--- src/verilog/tul_pkg.sv ---
// Package of register map, input indices and reset values for the tape panel block.
`default_nettype none
package tul_pkg;
    // Register byte offsets.
    localparam logic [7:0] TUL_CTRL_OFS = 8'h00;
    localparam logic [7:0] TUL_STATUS_OFS = 8'h04;
    localparam logic [7:0] TUL_IRQ_STAT_OFS = 8'h08;
    localparam logic [7:0] TUL_IRQ_MASK_OFS = 8'h0c;
    // Control register field.
    localparam int TUL_CTRL_SOFT_OFF_BIT = 0;
    // Status register fields.
    localparam int TUL_ST_ON_BIT = 0;
    localparam int TUL_ST_BOT_BIT = 1;
    localparam int TUL_ST_MANUAL_BIT = 2;
    localparam int TUL_ST_PROGRAM_BIT = 3;
    localparam int TUL_ST_FWD_LAMP_BIT = 4;
    localparam int TUL_ST_SEARCH_BIT = 5;
    localparam int TUL_ST_RW_BOT_BIT = 6;
    localparam int TUL_ST_MOT_FWD_BIT = 7;
    // Interrupt event bits.
    localparam int TUL_EV_BOT_BIT = 0;
    localparam int TUL_EV_DONE_BIT = 1;
    localparam int TUL_EV_ABORT_BIT = 2;
    localparam int TUL_EV_ONLOST_BIT = 3;
    localparam int TUL_NEV = 4;
    // Reset values.
    localparam logic TUL_CTRL_RST = 1'b0;
    localparam logic [TUL_NEV-1:0] TUL_IRQ_RST = 4'h0;
    localparam logic [TUL_NEV-1:0] TUL_MASK_RST = 4'h0;
    // Search speed in hundredths of an inch per second (42.7 in/s).
    localparam logic [15:0] TUL_SEARCH_CIPS = 16'h10ae;
    // Indices of the synchronised panel and sensor inputs.
    localparam int TUL_IN_MARKER = 0;
    localparam int TUL_IN_SW_FWD = 1;
    localparam int TUL_IN_SW_REMOVAL = 2;
    localparam int TUL_IN_SW_OFF = 3;
    localparam int TUL_IN_SW_ON = 4;
    localparam int TUL_IN_SW_LP = 5;
    localparam int TUL_IN_COL_OUT = 6;
    localparam int TUL_IN_COL_OVER = 7;
    localparam int TUL_IN_MOTORS = 8;
    localparam int TUL_IN_LOADED = 9;
    localparam int TUL_IN_RANGE = 10;
    localparam int TUL_IN_CU_FWD = 11;
    localparam int TUL_IN_CU_START = 12;
    localparam int TUL_IN_REWIND = 13;
    localparam int TUL_NIN = 14;
endpackage : tul_pkg
`default_nettype wire

--- src/verilog/tul_sync_if.sv ---
// Interface carrying raw pins into the synchroniser and clean levels back.
`default_nettype none
interface tul_sync_if #(parameter int W = 14);
    logic [W-1:0] raw;
    logic [W-1:0] clean;
    modport sync (input raw, output clean);
    modport user (output raw, input clean);
endinterface : tul_sync_if
`default_nettype wire

--- src/verilog/tul_panel_top.sv ---
// Operator panel load-point and ON-lamp control with an APB register slave.
// Overview of operation
// - The load-point lamp goes out whenever the marker leaves the detector.
// - At the marker under program control, the control unit's forward signal moves tape forward and so clears the lamp.
// - Holding the forward or tape removal switch at the marker under manual control moves tape off and clears the lamp.
// - The off switch or a vacuum column fault clears the load-point lamp.
// - A marker passing while forward or tape removal is held lights the lamp only briefly.
// - Load point pressed with manual and ON lamps lit lights the forward lamp and starts a search.
// - The search runs forward at 42.7 inches per second.
// - The search stops at the marker, then the manual lamp goes out and the program lamp lights.
// - ON, off or a vacuum column fault aborts the search.
// - Load point pressed at the marker moves nothing but hands over to program control.
// - Load point pressed during rewind backward motion turns it into a rewind to the marker.
// - The ON lamp is lit only while motors run, columns are loaded and the unit is ready.
// - The ON lamp lights on an ON switch press once tape is loaded in both columns and within operating range.
// - Pressing the ON switch while loading is not stored, so the ON lamp stays dark.
// - The load-point lamp lights while the marker is under the detector and ON is lit.
//
// The APB register port and the address map were chosen for this implementation.
`default_nettype none
module tul_panel_top (
    // Clock and reset.
    input wire logic mclk_i,
    input wire logic reset_i,
    // APB slave.
    input wire logic psel_i,
    input wire logic penable_i,
    input wire logic pwrite_i,
    input wire logic [7:0] paddr_i,
    input wire logic [31:0] pwdata_i,
    output logic [31:0] prdata_o,
    output logic pready_o,
    output logic pslverr_o,
    // Tape sensors and control unit signals.
    input wire logic marker_i,
    input wire logic col_out_i,
    input wire logic col_over_i,
    input wire logic motors_run_i,
    input wire logic cols_loaded_i,
    input wire logic in_range_i,
    input wire logic cu_fwd_i,
    input wire logic cu_op_start_i,
    input wire logic rewind_back_i,
    // Operator switches.
    input wire logic sw_fwd_i,
    input wire logic tape_removal_switch_i,
    input wire logic sw_off_i,
    input wire logic sw_on_i,
    input wire logic sw_load_point_i,
    // Lamps.
    output logic on_lamp_o,
    output logic bot_lamp_o,
    output logic manual_lamp_o,
    output logic program_lamp_o,
    output logic fwd_lamp_o,
    // Motion commands and interrupt.
    output logic motion_fwd_o,
    output logic search_o,
    output logic [15:0] motion_speed_o,
    output logic rewind_to_bot_o,
    output logic irq_o
);
    import tul_pkg::*;

    typedef struct packed {
        logic [TUL_NIN-1:0] prev;
        logic armed;
        logic on;
        logic bot;
        logic manual;
        logic fwd_lamp;
        logic search;
        logic rw_bot;
        logic mot_fwd;
        logic [15:0] speed;
        logic soft_off;
        logic [TUL_NEV-1:0] irq;
        logic [TUL_NEV-1:0] mask;
        logic [31:0] prdata;
    } tul_state_t;

    tul_state_t st_r;
    tul_state_t st_nxt;
    logic [TUL_NIN-1:0] in_s;
    logic lp_press;
    logic on_press;
    logic off_req;
    logic fault;
    logic ready;
    logic [TUL_NEV-1:0] ev;
    logic apb_setup;
    logic apb_wr;
    logic addr_ok;

    tul_sync_if #(.W(TUL_NIN)) sync_bus ();

    // Every panel and sensor pin comes from outside the clock domain and is synchronised; the APB pins are not.
    assign sync_bus.raw = {rewind_back_i, cu_op_start_i, cu_fwd_i, in_range_i, cols_loaded_i,
                           motors_run_i, col_over_i, col_out_i, sw_load_point_i, sw_on_i,
                           sw_off_i, tape_removal_switch_i, sw_fwd_i, marker_i};
    assign in_s = sync_bus.clean;

    tul_in_sync #(.W(TUL_NIN)) u_sync (
        .mclk_i(mclk_i),
        .reset_i(reset_i),
        .sif(sync_bus.sync)
    );

    // Decoded panel events and conditions.
    assign lp_press = in_s[TUL_IN_SW_LP] & ~st_r.prev[TUL_IN_SW_LP];
    assign on_press = in_s[TUL_IN_SW_ON] & ~st_r.prev[TUL_IN_SW_ON];
    assign off_req = in_s[TUL_IN_SW_OFF] | st_r.soft_off;
    assign fault = in_s[TUL_IN_COL_OUT] | in_s[TUL_IN_COL_OVER];
    assign ready = in_s[TUL_IN_MOTORS] & in_s[TUL_IN_LOADED] & in_s[TUL_IN_RANGE];
    assign apb_setup = psel_i & ~penable_i;
    assign apb_wr = psel_i & penable_i & pwrite_i;
    assign addr_ok = (paddr_i == TUL_CTRL_OFS) || (paddr_i == TUL_STATUS_OFS) ||
                     (paddr_i == TUL_IRQ_STAT_OFS) || (paddr_i == TUL_IRQ_MASK_OFS);

    // Next-state logic for lamps, search, rewind conversion and registers.
    always_comb begin
        st_nxt = st_r;
        ev = '0;
        st_nxt.prev = in_s;
        // The ON switch arms the unit; off or a column fault disarms it.
        if (off_req || fault || !ready) begin
            st_nxt.armed = 1'b0;
        end else if (on_press) begin
            st_nxt.armed = 1'b1;
        end
        st_nxt.on = st_nxt.armed & ready;
        // Load-point lamp follows the marker while ON is lit.
        st_nxt.bot = st_nxt.on & in_s[TUL_IN_MARKER] & ~off_req & ~fault;

        // Mode and search control.
        // A search is dropped in the very cycle that ON goes out, so its abort event is kept.
        if (st_r.search && (on_press || off_req || fault || !st_nxt.on)) begin
            st_nxt.search = 1'b0;
            ev[TUL_EV_ABORT_BIT] = 1'b1;
        end else if (st_r.search && in_s[TUL_IN_MARKER]) begin
            st_nxt.search = 1'b0;
            st_nxt.manual = 1'b0;
            ev[TUL_EV_DONE_BIT] = 1'b1;
        end else if (on_press && st_r.on) begin
            st_nxt.manual = 1'b1;
            st_nxt.fwd_lamp = 1'b1;
            st_nxt.rw_bot = 1'b0;
        end else if (lp_press && st_r.on && in_s[TUL_IN_REWIND]) begin
            st_nxt.rw_bot = 1'b1;
            st_nxt.fwd_lamp = 1'b0;
        end else if (lp_press && st_r.on && st_r.manual && !st_r.search) begin
            if (in_s[TUL_IN_MARKER]) begin
                st_nxt.manual = 1'b0;
            end else begin
                st_nxt.search = 1'b1;
                st_nxt.fwd_lamp = 1'b1;
            end
        end else if (st_r.rw_bot && in_s[TUL_IN_MARKER]) begin
            st_nxt.rw_bot = 1'b0;
            st_nxt.manual = 1'b0;
        end
        // No motion request survives the ON lamp going out, not even a search started now.
        if (!st_nxt.on) begin
            st_nxt.rw_bot = 1'b0;
            st_nxt.search = 1'b0;
        end

        // Forward motion: search, held switches in manual, control unit in program.
        st_nxt.mot_fwd = st_nxt.on & (st_nxt.search |
            (st_r.manual & (in_s[TUL_IN_SW_FWD] | in_s[TUL_IN_SW_REMOVAL])) |
            (~st_r.manual & in_s[TUL_IN_CU_FWD]));
        st_nxt.speed = st_nxt.search ? TUL_SEARCH_CIPS : 16'h0000;
        // Interrupt events.
        ev[TUL_EV_BOT_BIT] = st_nxt.bot & ~st_r.bot;
        ev[TUL_EV_ONLOST_BIT] = st_r.on & ~st_nxt.on;
        // Register writes; a new event wins over a write-one-to-clear.
        if (apb_wr && paddr_i == TUL_CTRL_OFS) begin
            st_nxt.soft_off = pwdata_i[TUL_CTRL_SOFT_OFF_BIT];
        end
        if (apb_wr && paddr_i == TUL_IRQ_MASK_OFS) begin
            st_nxt.mask = pwdata_i[TUL_NEV-1:0];
        end
        if (apb_wr && paddr_i == TUL_IRQ_STAT_OFS) begin
            st_nxt.irq = (st_r.irq & ~pwdata_i[TUL_NEV-1:0]) | ev;
        end else begin
            st_nxt.irq = st_r.irq | ev;
        end
        // Read data is captured in the setup phase for a zero-wait access.
        if (apb_setup) begin
            st_nxt.prdata = 32'h0000_0000;
            case (paddr_i)
                TUL_CTRL_OFS: begin
                    st_nxt.prdata[TUL_CTRL_SOFT_OFF_BIT] = st_r.soft_off;
                end
                TUL_STATUS_OFS: begin
                    st_nxt.prdata[TUL_ST_ON_BIT] = st_r.on;
                    st_nxt.prdata[TUL_ST_BOT_BIT] = st_r.bot;
                    st_nxt.prdata[TUL_ST_MANUAL_BIT] = st_r.manual;
                    st_nxt.prdata[TUL_ST_PROGRAM_BIT] = ~st_r.manual;
                    st_nxt.prdata[TUL_ST_FWD_LAMP_BIT] = st_r.fwd_lamp;
                    st_nxt.prdata[TUL_ST_SEARCH_BIT] = st_r.search;
                    st_nxt.prdata[TUL_ST_RW_BOT_BIT] = st_r.rw_bot;
                    st_nxt.prdata[TUL_ST_MOT_FWD_BIT] = st_r.mot_fwd;
                end
                TUL_IRQ_STAT_OFS: begin
                    st_nxt.prdata[TUL_NEV-1:0] = st_r.irq;
                end
                TUL_IRQ_MASK_OFS: begin
                    st_nxt.prdata[TUL_NEV-1:0] = st_r.mask;
                end
                default: begin
                    st_nxt.prdata = 32'h0000_0000;
                end
            endcase
        end
    end

    // State register; the unit powers up in manual control with all motion stopped.
    always_ff @(posedge mclk_i or posedge reset_i) begin
        if (reset_i) begin
            st_r <= '0;
            st_r.manual <= 1'b1;
            st_r.fwd_lamp <= 1'b1;
            st_r.soft_off <= TUL_CTRL_RST;
            st_r.irq <= TUL_IRQ_RST;
            st_r.mask <= TUL_MASK_RST;
        end else begin
            st_r <= st_nxt;
        end
    end

    // Outputs.
    assign prdata_o = st_r.prdata;
    assign pready_o = 1'b1;
    assign pslverr_o = psel_i & penable_i & ~addr_ok;
    assign on_lamp_o = st_r.on;
    assign bot_lamp_o = st_r.bot;
    assign manual_lamp_o = st_r.manual;
    assign program_lamp_o = ~st_r.manual;
    assign fwd_lamp_o = st_r.fwd_lamp;
    assign motion_fwd_o = st_r.mot_fwd;
    assign search_o = st_r.search;
    assign motion_speed_o = st_r.speed;
    assign rewind_to_bot_o = st_r.rw_bot;
    assign irq_o = |(st_r.irq & st_r.mask);

    // Load-point lamp checks: it follows the marker, needs ON and yields to faults.
    a_bot_follow_marker: assert property (@(posedge mclk_i) disable iff (reset_i)
        !in_s[TUL_IN_MARKER] |=> !bot_lamp_o) else $error("load lamp lit without marker");
    a_bot_needs_on: assert property (@(posedge mclk_i) disable iff (reset_i)
        bot_lamp_o |-> on_lamp_o) else $error("load lamp lit without ON lamp");
    a_bot_cleared_fault: assert property (@(posedge mclk_i) disable iff (reset_i)
        (fault || off_req) |=> !bot_lamp_o) else $error("load lamp survived fault or off");

    // Search checks: start, speed, hand-over at the marker and the ON, off and fault abort causes.
    a_search_start: assert property (@(posedge mclk_i) disable iff (reset_i)
        (lp_press && on_lamp_o && manual_lamp_o && !search_o && !in_s[TUL_IN_MARKER] &&
         !in_s[TUL_IN_REWIND] && !on_press && ready && !off_req && !fault)
        |=> search_o && fwd_lamp_o) else $error("search did not start");
    a_search_speed: assert property (@(posedge mclk_i) disable iff (reset_i)
        search_o |-> motion_fwd_o && motion_speed_o == TUL_SEARCH_CIPS)
        else $error("search speed wrong");
    a_search_done: assert property (@(posedge mclk_i) disable iff (reset_i)
        (search_o && in_s[TUL_IN_MARKER] && !on_press && !off_req && !fault && on_lamp_o && ready)
        |=> !search_o && program_lamp_o) else $error("search did not hand over");
    a_search_abort: assert property (@(posedge mclk_i) disable iff (reset_i)
        (search_o && (on_press || off_req || fault)) |=> !search_o && !motion_fwd_o)
        else $error("search not aborted");
    a_search_needs_on: assert property (@(posedge mclk_i) disable iff (reset_i)
        search_o |-> on_lamp_o) else $error("search running without ON lamp");

    // Load point pressed at the marker and during a rewind.
    a_lp_at_marker: assert property (@(posedge mclk_i) disable iff (reset_i)
        (lp_press && on_lamp_o && manual_lamp_o && !search_o && in_s[TUL_IN_MARKER] &&
         !in_s[TUL_IN_REWIND] && !on_press) |=> program_lamp_o && !search_o)
        else $error("load point at marker did not hand over");
    a_rewind_convert: assert property (@(posedge mclk_i) disable iff (reset_i)
        (lp_press && on_lamp_o && in_s[TUL_IN_REWIND] && !search_o && !on_press && ready &&
         !off_req && !fault) |=> rewind_to_bot_o) else $error("rewind not converted");

    // ON lamp checks.
    a_on_needs_ready: assert property (@(posedge mclk_i) disable iff (reset_i)
        !ready |=> !on_lamp_o) else $error("ON lamp lit while not ready");
    a_on_switch_lights: assert property (@(posedge mclk_i) disable iff (reset_i)
        (on_press && ready && !off_req && !fault) |=> on_lamp_o)
        else $error("ON switch did not light lamp");

    // Motion commands from held switches and from the control unit.
    a_hold_moves: assert property (@(posedge mclk_i) disable iff (reset_i)
        (manual_lamp_o && on_lamp_o && ready && !off_req && !fault && !on_press &&
         in_s[TUL_IN_SW_FWD]) |=> motion_fwd_o) else $error("forward switch did not move");
    a_cu_moves: assert property (@(posedge mclk_i) disable iff (reset_i)
        (program_lamp_o && on_lamp_o && ready && !off_req && !fault && !on_press &&
         in_s[TUL_IN_CU_FWD]) |=> motion_fwd_o) else $error("control unit forward ignored");

    // Mode lamps change only on an ON press or on a hand-over to program control.
    a_manual_by_on: assert property (@(posedge mclk_i) disable iff (reset_i)
        $rose(manual_lamp_o) |-> $past(on_press))
        else $error("manual lamp lit without ON press");
    a_program_by_lp: assert property (@(posedge mclk_i) disable iff (reset_i)
        $rose(program_lamp_o) |-> $past(lp_press) || $past(search_o) || $past(rewind_to_bot_o))
        else $error("program lamp lit without hand-over");
    a_on_to_manual: assert property (@(posedge mclk_i) disable iff (reset_i)
        (on_press && on_lamp_o && !search_o && ready && !off_req && !fault)
        |=> manual_lamp_o && fwd_lamp_o) else $error("ON press did not return to manual");
endmodule : tul_panel_top
`default_nettype wire

--- src/verilog/tul_in_sync.sv ---
// Three-stage input synchroniser that accepts a change once stages two and three agree.
`default_nettype none
module tul_in_sync #(
    parameter int W = 14
) (
    // Clock and reset.
    input wire logic mclk_i,
    input wire logic reset_i,
    // Pins in, clean levels out.
    tul_sync_if.sync sif
);
    typedef struct packed {
        logic [W-1:0] s1;
        logic [W-1:0] s2;
        logic [W-1:0] s3;
        logic [W-1:0] clean;
    } tul_sync_st_t;

    tul_sync_st_t st_r;
    tul_sync_st_t st_nxt;

    // Stage one feeds only stage two; the filter looks at stages two and three.
    always_comb begin
        st_nxt = st_r;
        st_nxt.s1 = sif.raw;
        st_nxt.s2 = st_r.s1;
        st_nxt.s3 = st_r.s2;
        for (int i = 0; i < W; i++) begin
            if (st_r.s2[i] == st_r.s3[i]) begin
                st_nxt.clean[i] = st_r.s3[i];
            end
        end
    end

    // State register.
    always_ff @(posedge mclk_i or posedge reset_i) begin
        if (reset_i) begin
            st_r <= '0;
        end else begin
            st_r <= st_nxt;
        end
    end

    assign sif.clean = st_r.clean;
endmodule : tul_in_sync
`default_nettype wire

--- config.mk ---
export PLATFORM = sky130hd
export DESIGN_NAME = tul_panel_top
export DESIGN_NICKNAME = d
export VERILOG_FILES = /design/src/verilog/tul_pkg.sv /design/src/verilog/tul_sync_if.sv /design/src/verilog/tul_panel_top.sv /design/src/verilog/tul_in_sync.sv
export SDC_FILE = /design/constraint.sdc
export NUM_CORES = 1
export LEC_CHECK = 0
export BUFFER_PORTS_ARGS = -buffer_cell sky130_fd_sc_hd__buf_2
export CORE_ASPECT_RATIO = 0.7
export CORE_MARGIN = 2
export CORE_UTILIZATION = 52
export DETAILED_ROUTE_END_ITERATION = 10
export PLACE_DENSITY = 0.82
export SLEW_MARGIN = 20
export SYNTH_ARGS = -nofsm -noshare
export SYNTH_HDL_FRONTEND = slang
export SYNTH_SLANG_ARGS = --single-unit
--- constraint.sdc ---
create_clock -name mclk_i -period 7.4 [get_ports mclk_i]
set_input_delay 1.48 -clock mclk_i [delete_from_list [all_inputs] [get_ports mclk_i]]
set_output_delay 1.48 -clock mclk_i [all_outputs]
set_load 0.02 [all_outputs]
==> impl_results.md, run 1 <==
- GRT overflow: 0
- # IOs: 118
- Final worst slack: 3200 ps
- Post-CTS Setup Inserts: 0
- Worst slack, placed: 3200 ps
- Final Wtd Congestion: 0.808
- Min-Delay Path Class: reg2reg
- Final setup violation count: 0
- Least-Margin Pin Slew: 949 ps
- Final Skew: 4.69 ps
- Crit end category: output port
- Critical Path Start Type: primary input
- Synthesized area: 3140 sq um
- Largest net degree at the start of global routing: 80
- # DRC: 0
- Avg Synthesized Cell Area: 13.2 sq um
- DRT Wirelength: 4930 microns
- Post-synthesis cell type count: 42
- Share of the synthesized area in the top cell type: 0.615
- Die Y-Extent: 69.0 microns
- Worst Setup SP: paddr_i[5]
- RSZ-0062 raised after global routing: false
- Drt via density: 4.70
- Share of power burned in registers: 0.548
- Die ar.: 6680 sq um
- Wire per inst: 13.6 microns
- Diodes inserted: 0
- Detailed placement HPWL: 3530 microns
- Later-pin clock latency in the skew report: 330 ps
- Pwr Total: 0.849 mW
- Seq/Total Area, Yosys: 0.631
- Clk sink count: 79
- Layout cell share with drive strength beyond 1: 0.314
- Initial Utilization: 0.542
- Post-CTS resize count: 0
- RR Startpoint: u_sync.sif.clean[7]
- PD cells: 246 nW/um^2
- Req. time, crit path: 5920 ps
- Initial drt markers: 104
- Crit path max-delay cell type: or4_4
- Max Clk Rate: 238 MHz
- Clock Tree Buf Depth: 2
- Post-synth ARST share: 1.00
- Vias in the first global route: 1695
- P&R area growth vs syn: 10.2%
- First drt pass iteration count: 4
- Comb power frac: 0.069
- Row cnt: 23
- Chip width: 96.8 microns
- CTS Buf Count: 9
- Crit path buffers/inverters: 2
- Worst path most repeated cell: buf_2
- Sw Ratio: 0.235
- Hold Path Origin: u_sync.st_nxt[31]
- Part of the power in the clock network: 0.383
- Fin crit share: 0.568
- Warnings from Yosys: 0
- GRT Total Usage: 0.161
- Antenna violations before repair: 0
- P_leak: 1.70 nW
- Via count: 1703
- Worst-path cell chain: buf_2 > or4_4 > or2_4 > and3_1 > buf_2
- DRT antenna net count: 0
- Fill cells: 490
- Final hold slack: 349 ps
- Internal power: 0.649 mW
- Final setup TNS: 0 ps
- CP delay by family, top: simple AND/OR/NAND/NOR gates
- Total number of H-tree levels: 3
- Clk root buf: clkbuf_8
- Psw: 0.200 mW
- Final Util: 0.597
- Largest area contributor in the netlist: dfrtp_1
- Ys flop type: dfrtp_1
- First-pass GRT wire length: 8170 microns
- Post-DP Area: 3240 sq um
- Max-cap violation count: 0
- Final hold vios: 0
- WP data arrival: 2720 ps
- Placed Cells: 346
- Final Max Slew Viols: 0
- Minimum clock period: 4200 ps
- EDFF count, synth: 0
- CTS tree: yes
- Outcome: complete, no violations
- Top area cells in the synthesized netlist: dfrtp_1, buf_4, maj3_1
- Slew margin rel.: 0.367
- Layout Cell Area excl Fill: 3450 sq um
- Crit path kind: in2out
- Max VDD drop: 0.129 mV
- I/O Buffers: 53
- Core area: 5780 sq um
- Crit path max fanout: 5
- Clock-pin transition on the worst setup and hold timing paths: 70 ps
- Nets@finish: 341
- Post-Layout Cell Count: 362
- Seq cells post-synth: 79
- Synthesized instance count: 238
- Slowest cell delay on critical path: 530 ps
- Hold_buf cts: 0
per-layer routing:
| metal | global-route usage | vias to the layer above | share of wire |
|---|---|---|---|
| met5 | 0 | - | 0 |
| met4 | 0.0563 | 0 | 0.0039 |
| met3 | 0.0575 | 5 | 0.051 |
| met2 | 0.247 | 42 | 0.48 |
| met1 | 0.217 | 836 | 0.47 |
| li1 | - | 820 | - |
Yosys cell counts, types with 2 or more instances:
cell       count
a21oi_1        5
a22o_1         7
a22oi_1        5
buf_4         49
clkbuf_1       5
conb_1         2
dfrtp_1       77
dfstp_2        2
inv_1          8
maj3_1        13
mux2_2         8
nand2_1        9
nand2b_1       3
nand3_1        5
nor2_1         4
nor2b_1        2
nor3_1         2
o21ai_0        5
o2bb2ai_1      2
or3_1          3
power by group through the flow:
stage	logic, mW	clock network [mW]	registers (mW)
2_1_floorplan	0.0574	0	0.471
3_3_place_gp	0.0566	0	0.473
3_5_place_dp	0.0584	0	0.474
4_1_cts	0.0585	0.338	0.466
5_1_grt	0.0656	0.356	0.469
6_report	0.0582	0.325	0.465
layout by cell type, fill, tap and decap left out, drive strengths merged, types with 2 or more instances in the layout:
master   synthesis  final
dfrtp           77     77
buf             49     54
conb             2     35
maj3            13     13
clkbuf           5     11
nand2            9      9
inv              8      9
mux2             8      8
a22o             7      7
o21ai            5      5
nand3            5      5
a21oi            5      5
a22oi            5      5
nor2             4      4
nand2b           3      3
or3              3      3
nor3             3      3
nor2b            2      2
o2bb2ai          2      2
clkinv           0      2
dfstp            2      2
or2              2      2
or4              2      2
nor4             2      2
final timing paths:
path                                           to  depth (start not counted)  slack [ps]
worst max-delay path                    pslverr_o                          5        3200
worst min-delay path            u_sync.st_nxt[17]                          0         350
worst max register to register           st_r[36]                          6        5550
worst min register to register  u_sync.st_nxt[17]                          0         350
max in group asynchronous       u_sync.st_nxt[22]                          3        5360
min in group asynchronous       u_sync.st_nxt[34]                          3        1430
final cells by class:
type                    instances  area, sq um  area share
clock buffers                  11          151      0.0438
repair buffers                 54          273      0.0790
multi-input cells             130          863       0.250
clock inverters                 5         63.8      0.0185
well taps                      75         93.8      0.0272
flip-flops and latches         79         1980       0.573
inverters                       8         30.0     0.00869
flip-flops by register name (all words and copies together) (netlist names), 8 cells and up:
name and cells:
prdata_o 8, st_r 12, u_sync.sif.clean 13, u_sync.st_nxt 26, u_sync.st_r 13
logic make-up after synthesis:
family          Yosys count  synth area share
flops                    79             0.631
buf+inv                  62             0.133
simple gates             41            0.0826
compound gates           31            0.0702
fa+ha+maj                13            0.0415
mux                      10            0.0391
other cells               2           0.00240
Note: power is estimated with default switching activity, not from simulation.
==> run 2, diff against run 1 <==
Settings changed: ABC_AREA from default to 1, CORE_UTILIZATION 52 to 49, PLACE_DENSITY 0.82 to 0.77.
Clock period 7.4 ns to 4.4 ns, I/O delays scaled along.
==> run 2 against run 1 <==
  * Die area increased by 11%
  * Sequential power rose by 68%
  * Critical path depth grew 1
  * Largest power group unchanged
  * First-iteration DRC count rose by 57%
==> impl_results.md, run 2 <==
- Layout Cell Area excl Fill: 3620 sq um
- Minimum clock period: 2800 ps
- Hold_buf cts: 0
- Clock Tree Buf Depth: 2
- Crit path max fanout: 3
- Synthesized area: 3290 sq um
- Later-pin clock latency in the skew report: 350 ps
- Fin crit share: 0.637
- Hold path depth: 0
- RSZ-0062 raised after global routing: false
- Final hold slack: 352 ps
- Post-CTS Setup Inserts: 0
- DRT antenna net count: 0
- Diodes inserted: 0
- Max-cap violation count: 0
- PD cells: 393 nW/um^2
- Die Y-Extent: 72.5 microns
- Total number of H-tree levels: 3
- WP data arrival: 1920 ps
- Critical Path Start Type: primary input
- GRT overflow: 0
- Post-synthesis cell type count: 31
- Share of the synthesized area in the top cell type: 0.586
- Clk sink count: 79
- Final Wtd Congestion: 0.878
- Seq/Total Area, Yosys: 0.602
- P_leak: 1.84 nW
- EDFF count, synth: 0
- Seq cells post-synth: 79
- Clk root buf: clkbuf_8
- Initial drt markers: 163
- # IOs: 118
- Dominant cell by count in the synthesized netlist: dfrtp_1
- Final hold vios: 0
- Top area cells in the synthesized netlist: dfrtp_1, buf_4, nand2_1
- CTS Buf Count: 9
- Wire per inst: 11.7 microns
- Ys flop type: dfrtp_1
- Final setup TNS: 0 ps
- Placed Cells: 430
- Largest area contributor in the netlist: dfrtp_1
- Post-Layout Cell Count: 446
- Vias in the first global route: 1876
- RR Startpoint: st_r[40]
- Final Max Slew Viols: 0
- # DRC: 0
- Via count: 2011
- R2R Setup Slk: 2940 ps
- P&R area growth vs syn: 10.1%
- Largest net degree at the start of global routing: 46
- Hold worst-path end: u_sync.st_nxt[19]
- Hold Path Origin: u_sync.st_nxt[33]
- Crit path kind: in2out
- Nets@finish: 409
- Chip width: 102 microns
- Reg2reg end: motion_fwd_o
- Detailed placement HPWL: 3770 microns
- GRT Total Usage: 0.153
- Initial Utilization: 0.517
- Post-CTS resize count: 0
- CTS tree: yes
- Post-DP Area: 3420 sq um
- Reg2Reg Depth: 9
- Avg Synthesized Cell Area: 10.9 sq um
- Crit end category: output port
- Layout cell share with drive strength beyond 1: 0.254
- Max Clk Rate: 357 MHz
- Req. time, crit path: 3520 ps
- Post-synth top cells: dfrtp_1, nand2_1, buf_4, inv_1, nand3_1
- Final setup violation count: 0
- Warnings from Yosys: 0
- First-pass GRT wire length: 8380 microns
- Slew margin rel.: 0.539
- DRT Wirelength: 5210 microns
- Min-Delay Path Class: reg2reg
- Outcome: complete, no violations
- Final worst slack: 1600 ps
- Core area: 6370 sq um
- I/O Buffers: 53
- Antenna violations before repair: 0
- Commonest non-fill, non-tap cell in the layout: dfrtp_1
- Final Skew: 9.11 ps
- Least-Margin Pin Slew: 691 ps
- Die ar.: 7390 sq um
- Fill cells: 572
- Synthesized instance count: 303
- Worst slack, placed: 1600 ps
- Drt via density: 4.51
- First drt pass iteration count: 5
- Clock-pin transition on the worst setup and hold timing paths: 80 ps
- Max FFs per register: 26
- Max VDD drop: 0.315 mV
- Row cnt: 24
- Post-synth ARST share: 1.00
- Most frequent cells in the layout: dfrtp_1, nand2_1, buf_2
==> run 2: changes by cell type after synthesis, sizes merged, moves of 7 or more <==
cell	delta
a22o	-7
inv	+22
mux2	-8
nand2	+46
nand3	+14
nor2	+13
o21ai	+7
==> run 2: critical path, cell delays in order <==
cell,delay [ps]
buf_2,120
or2_2,290
nor3_1,300
nand3b_1,160
inv_1,30
buf_2,140
==> run 2: per-stage QoR <==
step / total power, mW / util
after floorplan: 0.892 / -
after detailed placement: 0.901 / 0.537
final: 1.42 / 0.569
after global routing: 1.49 / 0.569
after global placement: 0.897 / 0.537
after CTS: 1.44 / 0.569
==> run 2: power by group <==
| group | total [mW] | internal [mW] | leakage (nW) | switching, mW |
|---|---|---|---|---|
| Clock | 0.537 | 0.268 | 0.0940 | 0.269 |
| Combinational | 0.102 | 0.0285 | 0.797 | 0.0737 |
| Sequential | 0.783 | 0.762 | 0.946 | 0.0208 |
==> run 2: worst max path at each step <==
stage	slack, ps	depth (start not counted)	start	end
3_5_place_dp	1600	6	paddr_i[7]	pslverr_o
4_1_cts	1600	6	paddr_i[7]	pslverr_o
2_1_floorplan	1500	1	reset_i	bot_lamp_o
6_report	1600	6	paddr_i[7]	pslverr_o
5_1_grt	1510	7	paddr_i[0]	pslverr_o
3_3_place_gp	1660	6	paddr_i[7]	pslverr_o
==> run 2: cells by family (layout without fill, tap and decap cells) <==
logic type,count (synthesis),in the layout,share of synthesized area
simple gates,104,104,0.161
buf+inv,82,101,0.152
flops,79,79,0.602
compound gates,23,23,0.0438
fa+ha+maj,13,13,0.0396
other cells,2,35,0.00228
==> run 2: layout make-up <==
class	count	area (sq um)	area share
Clock inverter	7	81.3	0.0225
Sequential cell	79	1980	0.547
Inverter	31	116	0.0321
Timing Repair Buffer	54	273	0.0753
Clock buffer	9	124	0.0342
Tap cell	91	114	0.0314
Multi-Input combinational cell	175	933	0.258
==> run 2: layer usage <==
layer,global-route usage,share of wire,vias to the layer above
met3,0.0636,0.092,13
met1,0.189,0.43,929
met2,0.235,0.46,91
li1,-,-,978
met5,0,0,-
met4,0.0741,0.020,0
